--- src/ldbc_pkg.sv ---
// Shared constants for the regulator and boost converter control block
package ldbc_pkg;
    // =====================================================================
    // Register offsets
    localparam logic [7:0] OFF_REG_ENABLE = 8'h00;
    localparam logic [7:0] OFF_REG_VOLT   = 8'h07;
    localparam logic [7:0] OFF_BOOST_TWO  = 8'h22;

    // =====================================================================
    // Field positions
    localparam int BIT_LINREG_ON   = 0;
    localparam int VOLT_MSB        = 4;
    localparam int BIT_GAIN_DIV    = 0;
    localparam int BIT_SKIP_FAST   = 1;
    localparam int BIT_OVP_EN      = 2;
    localparam int BIT_LOWCUR      = 3;
    localparam int BOOST_TWO_MSB   = 3;

    // =====================================================================
    // Reset values
    localparam logic [7:0] RST_REG_ENABLE = 8'h00;
    localparam logic [4:0] RST_REG_VOLT   = 5'h00;
    localparam logic [3:0] RST_BOOST_TWO  = 4'h4;
    localparam logic [7:0] READ_ZERO      = 8'h00;

    // =====================================================================
    // Regulator voltage mapping in millivolts
    localparam logic [11:0] LDO_BASE_MV = 12'h708;
    localparam logic [11:0] LDO_STEP_MV = 12'h032;

    // =====================================================================
    // Feedback source codes
    localparam logic [1:0] FB_PIN    = 2'h0;
    localparam logic [1:0] FB_SINK_A = 2'h1;
    localparam logic [1:0] FB_SINK_B = 2'h2;
    localparam logic [1:0] FB_SINK_C = 2'h3;
    localparam logic [1:0] SINK_OFF  = 2'h0;

    // =====================================================================
    // Current limit levels
    localparam logic [1:0] LIM_NORMAL  = 2'h0;
    localparam logic [1:0] LIM_SOFT    = 2'h1;
    localparam logic [1:0] LIM_REDUCED = 2'h2;

    // =====================================================================
    // Timing
    localparam int CLK_MHZ      = 10;
    localparam int SS_TIME_US   = 500;
    localparam int SS_CYCLES    = SS_TIME_US * CLK_MHZ;

    // =====================================================================
    // Serial interface
    localparam logic [3:0] BYTE_BITS = 4'h8;
    localparam logic [6:0] DEV_ADDR  = 7'h2a;  // Arbitrary value

    typedef enum logic [3:0] {
        ST_IDLE, ST_DEV, ST_ACK_DEV, ST_REG, ST_ACK_REG,
        ST_WR, ST_ACK_WR, ST_RD, ST_RACK
    } ldbc_state_t;
endpackage : ldbc_pkg

--- src/ldbc_ctrl.sv ---
// Regulator and boost converter control with two-wire serial register access
// Function
// - Offset 0 bit 0 turns the linear regulator on; resets off.
// - Five-bit voltage code: 1.8 V plus 50 mV per step; resets zero.
// - After converter enable, hold soft-start current limit 500 us, then normal, or reduced if control two bit 3 is set.
// - Auto feedback picks the high-voltage sink with lowest voltage.
// - Source code 00 regulates on feedback pin; other codes pick a sink.
// - Current feedback with protection: stop switching while pin exceeds 1.25 V.
// - Tuning current on feedback pin settable 0 to 31 uA, 1 uA steps.
// - Control two bit 0 selects feedback gain; resets zero.
// - Control two bit 1 selects pulse-skipping ripple behaviour; resets zero.
// - Control two bit 2 enables feedback pin over-voltage protection; resets one.
// - Control two bit 3 chooses coil current limit; zero is normal.
// - Coil limit bit set gives a limit about one third lower.
// - Auto feedback uses only enabled sinks not supplied by the pump.
module ldbc_ctrl #(
    parameter int SS_CYCLES = ldbc_pkg::SS_CYCLES
) (
    input  wire logic        clock_in,
    input  wire logic        sys_rst_in,
    input  wire logic        serial_clk_in,
    input  wire logic        serial_data_in,
    output logic             serial_data_out,
    output logic             serial_data_oe_n_out,
    input  wire logic        boost_enable_in,
    input  wire logic [1:0]  boost_feedback_source_in,
    input  wire logic        boost_feedback_autoselect_in,
    input  wire logic [4:0]  tuning_current_code_in,
    input  wire logic [5:0]  sink_operating_setting_in,
    input  wire logic [2:0]  sink_pump_supplied_flag_in,
    input  wire logic [23:0] hv_sink_mv_in,
    input  wire logic        boost_feedback_pin_over_in,
    output logic             linreg_enable_out,
    output logic      [4:0]  linreg_voltage_code_out,
    output logic      [11:0] linreg_voltage_mv_out,
    output logic             boost_gain_divider_out,
    output logic             boost_skip_elevated_out,
    output logic             boost_ovp_enable_out,
    output logic             boost_lowcur_out,
    output logic      [1:0]  boost_current_limit_out,
    output logic             soft_start_active_out,
    output logic             boost_switch_enable_out,
    output logic      [1:0]  boost_feedback_select_out,
    output logic      [4:0]  tuning_current_ua_out
);
    localparam int SSW = $clog2(SS_CYCLES + 1);
    localparam logic [SSW-1:0] SS_LAST = SSW'(SS_CYCLES - 1);

    // Address match used by write and read decode
    function automatic logic hit(input logic [7:0] a, input logic [7:0] off);
        hit = (a == off);
    endfunction : hit

    // =====================================================================
    // Serial pin edges and bus conditions
    logic        scl_q_ff;
    logic        sda_q_ff;
    wire         scl_rise  = serial_clk_in && !scl_q_ff;
    wire         scl_fall  = !serial_clk_in && scl_q_ff;
    wire         bus_start = serial_clk_in && scl_q_ff && sda_q_ff && !serial_data_in;
    wire         bus_stop  = serial_clk_in && scl_q_ff && !sda_q_ff && serial_data_in;

    // Serial engine state
    ldbc_pkg::ldbc_state_t state_ff;
    logic [3:0]  cnt_ff;
    logic [7:0]  sh_ff;
    logic [7:0]  ptr_ff;
    logic        rw_ff;
    logic        drive_ff;
    logic        ack_ok_ff;

    // Register storage
    logic [7:0]  reg_enable_ff;
    logic [4:0]  reg_volt_ff;
    logic [3:0]  reg_two_ff;

    // =====================================================================
    // Write strobe and read data
    wire         byte_done = (cnt_ff == ldbc_pkg::BYTE_BITS);
    wire         wr_en     = (state_ff == ldbc_pkg::ST_WR) && scl_fall && byte_done && !bus_start && !bus_stop;
    wire         we_enable = wr_en && hit(ptr_ff, ldbc_pkg::OFF_REG_ENABLE);
    wire         we_volt   = wr_en && hit(ptr_ff, ldbc_pkg::OFF_REG_VOLT);
    wire         we_two    = wr_en && hit(ptr_ff, ldbc_pkg::OFF_BOOST_TWO);
    wire [7:0]   rd_val    = hit(ptr_ff, ldbc_pkg::OFF_REG_ENABLE) ? reg_enable_ff :
                             hit(ptr_ff, ldbc_pkg::OFF_REG_VOLT)   ? {3'h0, reg_volt_ff} :
                             hit(ptr_ff, ldbc_pkg::OFF_BOOST_TWO)  ? {4'h0, reg_two_ff} :
                             ldbc_pkg::READ_ZERO;

    // Open-drain data pin, pulled low only
    assign serial_data_out      = 1'b0;
    assign serial_data_oe_n_out = !drive_ff;

    // Pin history
    always_ff @(posedge clock_in or posedge sys_rst_in) begin
        if (sys_rst_in) begin
            scl_q_ff <= 1'b1;
            sda_q_ff <= 1'b1;
        end else begin
            scl_q_ff <= serial_clk_in;
            sda_q_ff <= serial_data_in;
        end
    end

    // =====================================================================
    // Serial transfer engine; held idle throughout reset
    always_ff @(posedge clock_in or posedge sys_rst_in) begin
        if (sys_rst_in) begin
            state_ff  <= ldbc_pkg::ST_IDLE;
            cnt_ff    <= 4'h0;
            sh_ff     <= 8'h00;
            ptr_ff    <= 8'h00;
            rw_ff     <= 1'b0;
            drive_ff  <= 1'b0;
            ack_ok_ff <= 1'b0;
        end else if (bus_start) begin
            state_ff <= ldbc_pkg::ST_DEV;
            cnt_ff   <= 4'h0;
            drive_ff <= 1'b0;
        end else if (bus_stop) begin
            state_ff <= ldbc_pkg::ST_IDLE;
            drive_ff <= 1'b0;
        end else begin
            unique case (state_ff)
                ldbc_pkg::ST_IDLE: begin
                    drive_ff <= 1'b0;
                end
                ldbc_pkg::ST_DEV, ldbc_pkg::ST_REG, ldbc_pkg::ST_WR: begin
                    if (scl_rise && !byte_done) begin
                        sh_ff  <= {sh_ff[6:0], serial_data_in};
                        cnt_ff <= cnt_ff + 4'h1;
                    end else if (scl_fall && byte_done) begin
                        drive_ff <= 1'b1;
                        if (state_ff == ldbc_pkg::ST_DEV) begin
                            rw_ff    <= sh_ff[0];
                            state_ff <= (sh_ff[7:1] == ldbc_pkg::DEV_ADDR) ? ldbc_pkg::ST_ACK_DEV
                                                                          : ldbc_pkg::ST_IDLE;
                            drive_ff <= (sh_ff[7:1] == ldbc_pkg::DEV_ADDR);
                        end else if (state_ff == ldbc_pkg::ST_REG) begin
                            ptr_ff   <= sh_ff;
                            state_ff <= ldbc_pkg::ST_ACK_REG;
                        end else begin
                            state_ff <= ldbc_pkg::ST_ACK_WR;
                        end
                    end
                end
                ldbc_pkg::ST_ACK_DEV: begin
                    if (scl_fall) begin
                        if (rw_ff) begin
                            sh_ff    <= {rd_val[6:0], 1'b0};
                            drive_ff <= !rd_val[7];
                            cnt_ff   <= 4'h1;
                            state_ff <= ldbc_pkg::ST_RD;
                        end else begin
                            drive_ff <= 1'b0;
                            cnt_ff   <= 4'h0;
                            state_ff <= ldbc_pkg::ST_REG;
                        end
                    end
                end
                ldbc_pkg::ST_ACK_REG, ldbc_pkg::ST_ACK_WR: begin
                    if (scl_fall) begin
                        drive_ff <= 1'b0;
                        cnt_ff   <= 4'h0;
                        state_ff <= ldbc_pkg::ST_WR;
                        if (state_ff == ldbc_pkg::ST_ACK_WR) begin
                            ptr_ff <= ptr_ff + 8'h01;
                        end
                    end
                end
                ldbc_pkg::ST_RD: begin
                    if (scl_fall && byte_done) begin
                        drive_ff <= 1'b0;
                        state_ff <= ldbc_pkg::ST_RACK;
                    end else if (scl_fall) begin
                        drive_ff <= !sh_ff[7];
                        sh_ff    <= {sh_ff[6:0], 1'b0};
                        cnt_ff   <= cnt_ff + 4'h1;
                    end
                end
                ldbc_pkg::ST_RACK: begin
                    if (scl_rise) begin
                        ack_ok_ff <= !serial_data_in;
                        if (!serial_data_in) begin
                            ptr_ff <= ptr_ff + 8'h01;
                        end
                    end else if (scl_fall) begin
                        if (ack_ok_ff) begin
                            sh_ff    <= {rd_val[6:0], 1'b0};
                            drive_ff <= !rd_val[7];
                            cnt_ff   <= 4'h1;
                            state_ff <= ldbc_pkg::ST_RD;
                        end else begin
                            state_ff <= ldbc_pkg::ST_IDLE;
                        end
                    end
                end
            endcase
        end
    end

    // =====================================================================
    // Register file
    always_ff @(posedge clock_in or posedge sys_rst_in) begin
        if (sys_rst_in) begin
            reg_enable_ff <= ldbc_pkg::RST_REG_ENABLE;
            reg_volt_ff   <= ldbc_pkg::RST_REG_VOLT;
            reg_two_ff    <= ldbc_pkg::RST_BOOST_TWO;
        end else begin
            if (we_enable) begin
                reg_enable_ff <= sh_ff;
            end
            if (we_volt) begin
                reg_volt_ff <= sh_ff[ldbc_pkg::VOLT_MSB:0];
            end
            if (we_two) begin
                reg_two_ff <= sh_ff[ldbc_pkg::BOOST_TWO_MSB:0];
            end
        end
    end

    // Register fields onto control outputs
    assign linreg_enable_out       = reg_enable_ff[ldbc_pkg::BIT_LINREG_ON];
    assign linreg_voltage_code_out = reg_volt_ff;
    assign boost_gain_divider_out  = reg_two_ff[ldbc_pkg::BIT_GAIN_DIV];
    assign boost_skip_elevated_out = reg_two_ff[ldbc_pkg::BIT_SKIP_FAST];
    assign boost_ovp_enable_out    = reg_two_ff[ldbc_pkg::BIT_OVP_EN];
    assign boost_lowcur_out        = reg_two_ff[ldbc_pkg::BIT_LOWCUR];

    // =====================================================================
    // Soft start, current limit, switching gate
    logic            en_q_ff;
    logic [SSW-1:0]  ss_cnt_ff;
    wire             cur_mode = (boost_feedback_source_in != ldbc_pkg::FB_PIN) || boost_feedback_autoselect_in;
    wire             ovp_trip = cur_mode && boost_ovp_enable_out && boost_feedback_pin_over_in;
    wire [11:0]      nxt_mv   = ldbc_pkg::LDO_BASE_MV + ldbc_pkg::LDO_STEP_MV * {7'h00, reg_volt_ff};
    wire [1:0]       nxt_limit = soft_start_active_out ? ldbc_pkg::LIM_SOFT :
                                 boost_lowcur_out      ? ldbc_pkg::LIM_REDUCED :
                                 ldbc_pkg::LIM_NORMAL;

    // Timer reloads on each enable rise, ends on count or disable
    always_ff @(posedge clock_in or posedge sys_rst_in) begin
        if (sys_rst_in) begin
            en_q_ff               <= 1'b0;
            ss_cnt_ff             <= '0;
            soft_start_active_out <= 1'b0;
        end else begin
            en_q_ff <= boost_enable_in;
            if (boost_enable_in && !en_q_ff) begin
                ss_cnt_ff             <= '0;
                soft_start_active_out <= 1'b1;
            end else if (!boost_enable_in || ss_cnt_ff == SS_LAST) begin
                soft_start_active_out <= 1'b0;
            end else if (soft_start_active_out) begin
                ss_cnt_ff <= ss_cnt_ff + SSW'(1);
            end
        end
    end

    // Registered analog-facing outputs
    always_ff @(posedge clock_in or posedge sys_rst_in) begin
        if (sys_rst_in) begin
            linreg_voltage_mv_out   <= ldbc_pkg::LDO_BASE_MV;
            boost_current_limit_out <= ldbc_pkg::LIM_NORMAL;
            boost_switch_enable_out <= 1'b0;
            tuning_current_ua_out   <= 5'h00;
        end else begin
            linreg_voltage_mv_out   <= nxt_mv;
            boost_current_limit_out <= nxt_limit;
            boost_switch_enable_out <= boost_enable_in && !ovp_trip;
            tuning_current_ua_out   <= tuning_current_code_in;
        end
    end

    // Feedback source choice
    ldbc_fb_select u_fb_select (
        .clock_in      (clock_in),
        .sys_rst_in    (sys_rst_in),
        .autoselect_in (boost_feedback_autoselect_in),
        .source_in     (boost_feedback_source_in),
        .sink_mode_in  (sink_operating_setting_in),
        .sink_pump_in  (sink_pump_supplied_flag_in),
        .sink_mv_in    (hv_sink_mv_in),
        .select_out    (boost_feedback_select_out)
    );

    // =====================================================================
    // Checks
    chk_linreg_on_write: assert property (@(posedge clock_in) disable iff (sys_rst_in)
        we_enable |=> (linreg_enable_out == $past(sh_ff[0])))
        else $error("regulator enable not taken from write");
    chk_volt_mv_map: assert property (@(posedge clock_in) disable iff (sys_rst_in)
        we_volt |=> ##1 (linreg_voltage_mv_out == 12'h708 + 12'h032 * {7'h00, $past(sh_ff[4:0], 2)}))
        else $error("regulator millivolt mapping wrong");
    chk_soft_start_go: assert property (@(posedge clock_in) disable iff (sys_rst_in)
        $rose(boost_enable_in) |=> soft_start_active_out ##1 (boost_current_limit_out == ldbc_pkg::LIM_SOFT))
        else $error("soft start not begun on enable");
    chk_soft_start_len: assert property (@(posedge clock_in) disable iff (sys_rst_in)
        ($fell(soft_start_active_out) && $past(boost_enable_in)) |-> ($past(ss_cnt_ff) == SS_LAST))
        else $error("soft start ended at wrong count");
    chk_ovp_stop: assert property (@(posedge clock_in) disable iff (sys_rst_in)
        (boost_enable_in && cur_mode && boost_ovp_enable_out && boost_feedback_pin_over_in) |=> !boost_switch_enable_out)
        else $error("switching not stopped on over-voltage");
    chk_ovp_resume: assert property (@(posedge clock_in) disable iff (sys_rst_in)
        (boost_enable_in && !boost_feedback_pin_over_in) |=> boost_switch_enable_out)
        else $error("switching not resumed below threshold");
    chk_tuning_copy: assert property (@(posedge clock_in) disable iff (sys_rst_in)
        1'b1 |=> (tuning_current_ua_out == $past(tuning_current_code_in)))
        else $error("tuning current not applied");
    chk_ctrl_two_write: assert property (@(posedge clock_in) disable iff (sys_rst_in)
        we_two |=> (boost_ovp_enable_out == $past(sh_ff[2])) && (boost_gain_divider_out == $past(sh_ff[0])))
        else $error("control two fields not updated");
    chk_lowcur_limit: assert property (@(posedge clock_in) disable iff (sys_rst_in)
        (boost_lowcur_out && !soft_start_active_out) |=> (boost_current_limit_out == ldbc_pkg::LIM_REDUCED))
        else $error("reduced coil limit not applied");
endmodule : ldbc_ctrl

--- src/ldbc_fb_select.sv ---
// Automatic feedback choice among the three high-voltage sinks
module ldbc_fb_select (
    input  wire logic        clock_in,
    input  wire logic        sys_rst_in,
    input  wire logic        autoselect_in,
    input  wire logic [1:0]  source_in,
    input  wire logic [5:0]  sink_mode_in,
    input  wire logic [2:0]  sink_pump_in,
    input  wire logic [23:0] sink_mv_in,
    output logic      [1:0]  select_out
);
    // =====================================================================
    // Eligibility of each sink
    logic [2:0] elig;
    genvar gi;
    generate
        for (gi = 0; gi < 3; gi++) begin : g_elig
            assign elig[gi] = (sink_mode_in[2*gi+1:2*gi] != ldbc_pkg::SINK_OFF)
                              && !sink_pump_in[gi];
        end
    endgenerate

    // Voltage of the sink named by a select code
    function automatic logic [7:0] mv_of(input logic [1:0] sel, input logic [23:0] bus);
        mv_of = (sel == ldbc_pkg::FB_SINK_A) ? bus[7:0] :
                (sel == ldbc_pkg::FB_SINK_B) ? bus[15:8] : bus[23:16];
    endfunction : mv_of

    // =====================================================================
    // Lowest-voltage search
    wire        pick_a  = elig[0] && (!elig[1] || sink_mv_in[7:0] <= sink_mv_in[15:8]);
    wire [1:0]  idx_ab  = pick_a ? ldbc_pkg::FB_SINK_A : ldbc_pkg::FB_SINK_B;
    wire [7:0]  mv_ab   = pick_a ? sink_mv_in[7:0] : sink_mv_in[15:8];
    wire        e_ab    = elig[0] || elig[1];
    wire        pick_ab = e_ab && (!elig[2] || mv_ab <= sink_mv_in[23:16]);
    wire [1:0]  best    = pick_ab ? idx_ab : ldbc_pkg::FB_SINK_C;
    wire        auto_hit = autoselect_in && (source_in != ldbc_pkg::FB_PIN) && (|elig);
    wire [1:0]  nxt_select = auto_hit ? best : source_in;

    // Registered selection
    always_ff @(posedge clock_in or posedge sys_rst_in) begin
        if (sys_rst_in) begin
            select_out <= ldbc_pkg::FB_PIN;
        end else begin
            select_out <= nxt_select;
        end
    end

    // =====================================================================
    // Checks on the automatic choice
    generate
        for (gi = 0; gi < 3; gi++) begin : g_chk
            chk_auto_lowest_v: assert property (@(posedge clock_in) disable iff (sys_rst_in)
                (auto_hit && elig[gi]) |=> ($past(sink_mv_in[8*gi+7:8*gi]) >= mv_of(select_out, $past(sink_mv_in))))
                else $error("auto feedback did not pick lowest sink");
            chk_auto_skip_off: assert property (@(posedge clock_in) disable iff (sys_rst_in)
                (auto_hit && !elig[gi]) |=> (select_out != 2'(gi + 1)))
                else $error("auto feedback picked ineligible sink");
        end
    endgenerate
    chk_pin_feedback: assert property (@(posedge clock_in) disable iff (sys_rst_in)
        (source_in == ldbc_pkg::FB_PIN) |=> (select_out == ldbc_pkg::FB_PIN))
        else $error("pin feedback not selected for code zero");
endmodule : ldbc_fb_select

--- config.mk ---
export PLATFORM = sky130hd
export DESIGN_NAME = ldbc_ctrl
export DESIGN_NICKNAME = d
export VERILOG_FILES = /design/src/ldbc_pkg.sv /design/src/ldbc_ctrl.sv /design/src/ldbc_fb_select.sv
export SDC_FILE = /design/constraint.sdc
export NUM_CORES = 1
export LEC_CHECK = 0
export BUFFER_PORTS_ARGS = -buffer_cell sky130_fd_sc_hd__buf_2
export CAP_MARGIN = 20
export CORE_ASPECT_RATIO = 1.2
export CORE_MARGIN = 4
export CORE_UTILIZATION = 57
export CTS_CLUSTER_DIAMETER = 120
export DETAILED_ROUTE_END_ITERATION = 16
export PLACE_DENSITY_LB_ADDON = 0.12
export SYNTH_ARGS = -nofsm -noshare
export SYNTH_HDL_FRONTEND = slang
export SYNTH_SLANG_ARGS = --single-unit
--- constraint.sdc ---
create_clock -name clock_in -period 3.2 [get_ports clock_in]
set_input_delay 0.48 -clock clock_in [delete_from_list [all_inputs] [get_ports clock_in]]
set_output_delay 0.48 -clock clock_in [all_outputs]
set_load 0.01 [all_outputs]
==> results of run 1 <==
stage by stage:
stage                     total power, mW  util [%]  worst slack (ns)
after floorplan                      2.22         -           0.00383
after global placement               2.49      64.4           -0.0482
after detailed placement             2.53      64.4            -0.201
after CTS                            3.32      66.8             0.179
after global routing                 3.54      66.9            0.0653
final                                3.31      66.9             0.282
cells in the final DEF (no fill, tap or decap), types with 13 or more instances in the layout:
cell type / n
sky130_fd_sc_hd__a21oi_1: 34
sky130_fd_sc_hd__ha_1: 38
sky130_fd_sc_hd__nor2b_1: 13
sky130_fd_sc_hd__inv_1: 33
sky130_fd_sc_hd__nand3_1: 14
sky130_fd_sc_hd__o21ai_0: 17
sky130_fd_sc_hd__dfrtp_1: 75
sky130_fd_sc_hd__mux2_2: 31
sky130_fd_sc_hd__nor3_1: 15
sky130_fd_sc_hd__nor2_1: 50
sky130_fd_sc_hd__buf_2: 79
sky130_fd_sc_hd__nand2_1: 34
Yosys cell counts (all sizes together), types with 2 or more instances:
library cell | count | area, µm²
a21oi | 35 | 179
mux2i | 3 | 30.0
inv | 34 | 128
o21ai | 19 | 95.1
nor4b | 3 | 41.3
a41oi | 3 | 26.3
o21a | 5 | 37.5
nor3b | 2 | 15.0
nor2b | 13 | 81.3
and3 | 9 | 56.3
nand2 | 35 | 134
o21bai | 4 | 30.0
dfrtp | 75 | 1880
nand2b | 7 | 43.8
nand4 | 8 | 50.1
nand3b | 2 | 15.0
dfstp | 7 | 184
ha | 38 | 475
a21o | 2 | 15.0
or3 | 2 | 12.5
nand3 | 14 | 70.1
and4 | 2 | 17.5
clkbuf | 8 | 30.0
o22a | 6 | 52.6
o211ai | 2 | 15.0
buf | 7 | 43.8
xnor2 | 12 | 105
nor2 | 50 | 188
mux2 | 31 | 349
o22ai | 3 | 18.8
a32o | 3 | 30.0
o31ai | 2 | 15.0
and3b | 2 | 17.5
nor3 | 16 | 85.1
xor2 | 12 | 105
or2 | 5 | 31.3
a31oi | 12 | 75.1
a221oi | 6 | 52.6
area by class of cell:
| class | count | area (µm²) | area share [%] |
|---|---|---|---|
| multi-input cells | 385 | 2730 | 47.6 |
| flip-flops and latches | 82 | 2060 | 36.0 |
| repair buffers | 86 | 460 | 8.03 |
| well taps | 117 | 146 | 2.55 |
| inverters | 34 | 129 | 2.25 |
| clock buffers | 9 | 124 | 2.16 |
| clock inverters | 7 | 82.6 | 1.44 |
repair_timing:
item                       in CTS  in global routing
gates resized for setup         0                  2
setup endpoints to repair       0                  2
hold buffers                    0                  0
registers in the layout, summed over array words and instances (netlist names), 2 cells and up:
name                     flops
reg_two_ff                   4
tuning_current_ua_out        5
reg_enable_ff                8
state_ff                     4
linreg_voltage_code_out      5
u_fb_select.select_out       2
linreg_voltage_mv_out       11
boost_current_limit_out      2
sh_ff                        8
cnt_ff                       4
ptr_ff                       8
ss_cnt_ff                   13
kinds of logic after synthesis:
kind of cell,after synthesis,synth area share [%]
XOR/XNOR,24,4.22
AO/OA/AOI/OAI,111,14.6
other,1,0.0753
AND/OR/NAND/NOR,175,18.1
buffers and inverters,49,4.05
flip-flops,82,41.4
multiplexers,34,7.61
adder cells (fa/ha/maj),39,9.95
power groups by stage:
stage                     registers, mW  logic [mW]  clock network [mW]
after global routing               1.45        1.24               0.850
after CTS                          1.42        1.09               0.805
after global placement             1.44        1.05                   0
final                              1.42        1.09               0.792
after detailed placement           1.44        1.09                   0
after floorplan                    1.34       0.886                   0
per-layer routing:
layer	part of all wire (%)	routed length, µm
met5	0	0
met4	2.4	269
met3	6.5	716
met2	49	5430
met1	42	4680
final timing paths:
kind                                             from  slack (ns)  cells past startpoint                         end
hold reg to reg                 soft_start_active_out        0.45                      0  boost_current_limit_out[0]
setup reg to reg           linreg_voltage_code_out[1]        0.49                      9   linreg_voltage_mv_out[10]
hold / removal                             sys_rst_in        0.19                      2                ss_cnt_ff[8]
setup / recovery                     hv_sink_mv_in[1]        0.28                     15   u_fb_select.select_out[1]
max in group asynchronous                  sys_rst_in        2.28                      3    linreg_voltage_mv_out[3]
min in group clock_in       tuning_current_code_in[4]        0.21                      1    tuning_current_ua_out[4]
critical path, cell delays in order:
cell                        delay, ns
sky130_fd_sc_hd__buf_2           0.11
sky130_fd_sc_hd__ha_1            0.30
sky130_fd_sc_hd__nor2b_1         0.13
sky130_fd_sc_hd__o211ai_1        0.14
sky130_fd_sc_hd__a21oi_1         0.08
sky130_fd_sc_hd__o21a_1          0.20
sky130_fd_sc_hd__nor2_1          0.14
sky130_fd_sc_hd__buf_4           0.17
sky130_fd_sc_hd__mux2_2          0.34
sky130_fd_sc_hd__ha_1            0.29
sky130_fd_sc_hd__a21oi_1         0.14
sky130_fd_sc_hd__nor2_1          0.07
sky130_fd_sc_hd__a2111oi_2       0.29
sky130_fd_sc_hd__o21a_1          0.18
sky130_fd_sc_hd__a21oi_1         0.07
==> summary.txt, run 1 <==
Route
  • Total wire length after detailed routing: approximately 11 mm
  • Total number of vias: 4161
  • Vias per inst: a little under 6
  • DRC viols: 0
  • Iteration-0 DRC Markers: around 270
  • DR WL/cell: approximately 15 µm
  • Number of nets with antenna violations after routing: 0
  • Detailed-routing iteration count for the pre-antenna-repair pass: 5

Global route
  • Met3 track demand over resource in global routing: 4.21%
  • Vias in the first global route: between 4000 and 5000
  • Maximum number of pins on one net before global-route repair: 45
  • Antenna violations before repair: 0
  • Global-route wire length before repair: approximately 19 mm
  • GRT Util Overall: ~22%
  • Top Usage Layer GRT: met2
  • Total congestion overflow: 0
  • Global Route met2 Usage: a little under two fifths
  • Routing usage on met1: roughly 29%

Critical path
  • Largest fanout on the critical path: 5
  • Required arrival time at the worst endpoint: roughly 3.4 ns
  • Critical path launch point type: primary input
  • Capturing element type of the critical path: flip-flop
  • Critical path type: in2reg
  • Data arrival time of the critical path: ~3.1 ns

STA
  • Fmax: approximately 0.34 GHz
  • Fin Clk Skew: 0.0222 ns
  • Tmin final: about 2.9 ns
  • Hold slack final: about 0.19 ns
  • Setup tns final: 0 ns
  • Max-slew violation count: 0
  • Final hold violation count: 0
  • Worst-margin pin slew: about 0.96 ns
  • Final setup fails: 0
  • Slew headroom: 35.5%
  • RSZ-0062 raised after global routing: false
  • Post-route clock period utilization: 91.2%

CTS
  • Setup repair bufs after CTS: 0
  • Clock Path Buffers: 2
  • Clock tree from TritonCTS: built
  • Sink Count: 82
  • CTS H-tree lvls: 3
  • TritonCTS Buffers: 9
  • Clock transition at the registers of the reported paths: ~0.11 ns
  • Clock latency reported for the late side of the worst-skew pair: between 0.3 and 0.4 ns
  • Root buffer selected by CTS: sky130_fd_sc_hd__clkbuf_8

Power
  • Leakage power of the design: 2.88 nW
  • Combinational cell fraction of total power: 33.1%
  • Design internal power: 2.05 mW
  • Clock group share of total power: 23.9%
  • Share of power burned in registers: 43.0%
  • Sw Ratio: 38.0%
  • Power dissipated by switching net loads: between 1 and 1.5 mW
  • VDD IR max: 0.315 mV
  • Ratio of total power to cell area: slightly below 600 mW/mm²

Placement
  • Number of port buffers: a little under 80
  • Global placer's final weighted congestion: 0.929
  • Half-perimeter wire length of the detailed placement result: between 8 and 9 mm
  • Total cell area at the placement stage: between 0.005 and 0.006 mm²
  • Total instance count after detailed placement: approximately 700

Yosys
  • Netlist area before placement: 0.00498 mm²
  • Per-instance average area after synthesis: around 9.7 µm²
  • Part of the Yosys area used for sequential elements: a little over 40%
  • Total of warnings raised by yosys: 0
  • Primary flip-flop cell chosen by synthesis mapping: sky130_fd_sc_hd__dfrtp_1
  • Cell variety after synth: ~60
  • Number of register bits inferred by synthesis: 82
  • Mapped Cells: 515
  • Async set-or-reset flop fraction in the synthesized netlist: 100%
  • Number of flops mapped to enable cells by yosys: 0

Die
  • Area of the placeable core: roughly 0.0086 mm²
  • Starting density of the core: 58.1%
  • Total die area: between 0.01 and 0.015 mm²
  • Top-level I/O count: between 80 and 90
  • Horiz. Die Dim: 93.3 µm
  • DIE HEIGHT: 110 µm
  • Std cell rows: 37

Cells and area
  • Final layout net count: just under 700
  • Layout Cells excl Fill: 720
  • Share of layout cells above drive strength 1: around a quarter
  • Synthesis-to-finish area growth: 15.1%
  • Antenna diode count: 0
  • Summed area of non-filler cells in the final layout: roughly 0.0057 mm²
  • Filler cells: roughly 700

Worst hold path
  • Worst Hold Class: in2async

Job
  • Count of maximum capacitance violations: 0

Run status
  • Result of the run: finished clean
Note: power is estimated with default switching activity, not from simulation.
==> run 2: changes to the inputs <==
--- a/config.mk
+++ b/config.mk
@@ -5,9 +5,8 @@
 export SDC_FILE = /design/constraint.sdc
 export NUM_CORES = 1
 export LEC_CHECK = 0
-export BUFFER_PORTS_ARGS = -buffer_cell sky130_fd_sc_hd__buf_2
+export BUFFER_PORTS_ARGS = -buffer_cell sky130_fd_sc_hd__buf_4
 export CAP_MARGIN = 20
-export CORE_ASPECT_RATIO = 1.2
 export CORE_MARGIN = 4
 export CORE_UTILIZATION = 57
 export CTS_CLUSTER_DIAMETER = 120
==> run 2 against run 1 <==
Fmax decreased by 1.6%. Power grew 1.9%. Non-clock buffer count is 1 higher. Combinational power up 6%. Final cell count fell by 1.5%. Worst setup slack worse by 0.046 ns. First-iteration DRC count grew 37%. Clock skew down 0.0098 ns. Via count is 0.87% higher. Sequential cell count stayed put. Register-to-register slack improved by 0.08 ns. Worst hold slack gained 0.0048 ns. Critical path type unchanged. Critical endpoint is now u_fb_select.select_out[0].
==> summary.txt, run 2 (synthesized netlist as in run 1, its figures left out) <==
Route
  • DRC viols: 0
  • Vias per inst: 5.92
  • DR WL/cell: 16.4 µm
  • Number of nets with antenna violations after routing: 0
  • Detailed-routing iteration count for the pre-antenna-repair pass: 6
  • Total wire length after detailed routing: 11.6 mm
  • Total number of vias: roughly 4200
  • Iteration-0 DRC Markers: 376

Global route
  • Global Route met2 Usage: between 30 and 40%
  • Total congestion overflow: 0
  • Maximum number of pins on one net before global-route repair: 83
  • Routing usage on met1: 31.0%
  • GRT Util Overall: 23.3%
  • Met3 track demand over resource in global routing: 3.93%
  • Antenna violations before repair: 0
  • Global-route wire length before repair: about 19 mm
  • Top Usage Layer GRT: met2
  • Vias in the first global route: ~4200

Placement
  • Number of port buffers: between 70 and 80
  • Half-perimeter wire length of the detailed placement result: around 8.7 mm
  • Total instance count after detailed placement: slightly below 700
  • Global placer's final weighted congestion: about 0.95

CTS
  • TritonCTS Buffers: 9
  • Setup repair bufs after CTS: 0
  • Gates resized, CTS repair: 0
  • Clock latency reported for the late side of the worst-skew pair: between 0.3 and 0.4 ns
  • Clock tree from TritonCTS: built
  • CTS H-tree lvls: 3
  • Root buffer selected by CTS: sky130_fd_sc_hd__clkbuf_8
  • Clock Path Buffers: 2
  • Clock transition at the registers of the reported paths: 0.09 ns
  • Hold-fix buffers, CTS: 0
  • Sink Count: just over 80

STA
  • Post-route clock period utilization: between 90% and 100%
  • Tmin final: between 2 and 3 ns
  • Slew headroom: 33.6%
  • Final hold violation count: 0
  • Hold slack final: around 0.19 ns
  • Fmax: approximately 0.34 GHz
  • Max-slew violation count: 0
  • Fin Clk Skew: around 0.012 ns
  • Worst-margin pin slew: ~0.99 ns
  • RSZ-0062 raised after global routing: false
  • Final setup fails: 0

Die
  • Total die area: 0.0103 mm²
  • Horiz. Die Dim: between 100 and 150 µm
  • Starting density of the core: approximately 60%
  • Area of the placeable core: roughly 0.0083 mm²
  • Top-level I/O count: slightly above 80
  • DIE HEIGHT: 101 µm
  • Std cell rows: 33

Job
  • Count of maximum capacitance violations: 0

Critical path
  • Worst path slowest cell: sky130_fd_sc_hd__mux2_2
  • Largest delay contributor family on the critical path: compound AO/OA/AOI/OAI gates
  • Slowest Stage Delay on Critical Path: about 0.36 ns
  • End of the worst register-to-register path: linreg_voltage_mv_out[10]
  • Reg2Reg Launch Point: linreg_voltage_code_out[4]
  • Largest fanout on the critical path: 3
  • Required arrival time at the worst endpoint: between 3 and 4 ns
  • Critical path type: in2reg
  • FF-to-FF path depth: 9
  • Worst R2R Setup Slack: 0.57 ns
  • Crit path launch: hv_sink_mv_in[1]
  • Data arrival time of the critical path: roughly 3.2 ns
  • Capturing element type of the critical path: flip-flop
  • Cell Chain, Critical Path: buf_4 -> ha_1 -> nor2b_1 -> o211ai_1 -> a21oi_1 -> o21a_1 -> nor2_1 -> mux2_2 -> ha_1 -> nor2b_1 -> o211ai_1 -> a21oi_1 -> a2111oi_0 -> o21a_1 -> a31oi_1
  • Count of cell instances traversed by the critical path: 15
  • Critical path launch point type: primary input
  • Worst setup path endpoint: u_fb_select.select_out[0]
  • Number of buffers and inverters on the critical path: 1

Power
  • VDD IR max: roughly 0.4 mV
  • Leakage power of the design: 2.94 nW
  • Overall power of the completed layout: 3.37 mW
  • Ratio of total power to cell area: ~570 mW/mm²

Cells and area
  • Synthesis-to-finish area growth: 18.9%
  • Commonest cells after routing, fill and taps aside: 86 x sky130_fd_sc_hd__buf_4, 75 x sky130_fd_sc_hd__dfrtp_1, 50 x sky130_fd_sc_hd__nor2_1
  • Fin util: between 70% and 80%
  • Share of layout cells above drive strength 1: between 20% and 30%
  • Largest registers: ss_cnt_ff (13), linreg_voltage_mv_out (11)
  • Most common cell after layout, fill and taps aside: sky130_fd_sc_hd__buf_4
  • Final layout net count: between 600 and 700
  • Number of flip-flops in the largest register: 13
  • Reg with most FFs: ss_cnt_ff
  • Antenna diode count: 0
  • Layout Cells excl Fill: between 700 and 800

Run status
  • Result of the run: finished clean

Worst hold path
  • Worst Hold Class: in2async
[run 2: cell count changes in the layout (fill, tap and decap cells not counted)]
cell                        before  now
sky130_fd_sc_hd__buf_2          79    0
sky130_fd_sc_hd__a2111oi_2       1    0
sky130_fd_sc_hd__a2111oi_0       0    1
sky130_fd_sc_hd__inv_6           2    1
sky130_fd_sc_hd__clkbuf_8        9   10
sky130_fd_sc_hd__buf_4           6   86
[run 2: tightest hold or removal path: stages]
cell                       delay (ns)
sky130_fd_sc_hd__buf_4           0.11
sky130_fd_sc_hd__clkinv_2        0.05
sky130_fd_sc_hd__buf_12          0.34
[run 2: worst min-delay path by stage]
stage                     slack [ns]                  startpoint                    endpoint  cells after the start
after floorplan                 0.44  linreg_voltage_code_out[0]    linreg_voltage_mv_out[1]                      0
after global placement          0.42       soft_start_active_out  boost_current_limit_out[0]                      0
after detailed placement        0.43       soft_start_active_out  boost_current_limit_out[0]                      0
after CTS                       0.20   tuning_current_code_in[4]    tuning_current_ua_out[4]                      1
after global routing            0.20   tuning_current_code_in[1]    tuning_current_ua_out[1]                      1
final                           0.19                  sys_rst_in  linreg_voltage_code_out[0]                      3
[run 2: report_power, final]
group | internal, mW | switching, mW | total (mW)
Clock | 0.391 | 0.407 | 0.798
Combinational | 0.525 | 0.634 | 1.16
Sequential | 1.19 | 0.232 | 1.42
[run 2: layout make-up]
cell class,instances,area [µm²]
clock buffers,10,138
clock inverters,6,73.8
fillers,654,2420
inverters,34,129
multi-input cells,385,2720
flip-flops and latches,82,2060
well taps,105,131
repair buffers,87,666
[run 2: per-stage QoR]
stage | setup TNS, ns | worst slack (ns) | area (µm²)
global placement | -0.107 | -0.0633 | 5710
floorplan | 0 | 0.00383 | 4980
CTS | 0 | 0.250 | 5920
global route | 0 | 0.0377 | 5920
detailed placement | -0.240 | -0.131 | 5710
finish | 0 | 0.236 | 5920
[run 2: per-layer routing]
layer | vias to the layer above | share of wire (%)
met5 | - | 0
met2 | 149 | 50
met3 | 14 | 6.2
met4 | 0 | 1.3
li1 | 1998 | -
met1 | 2036 | 43
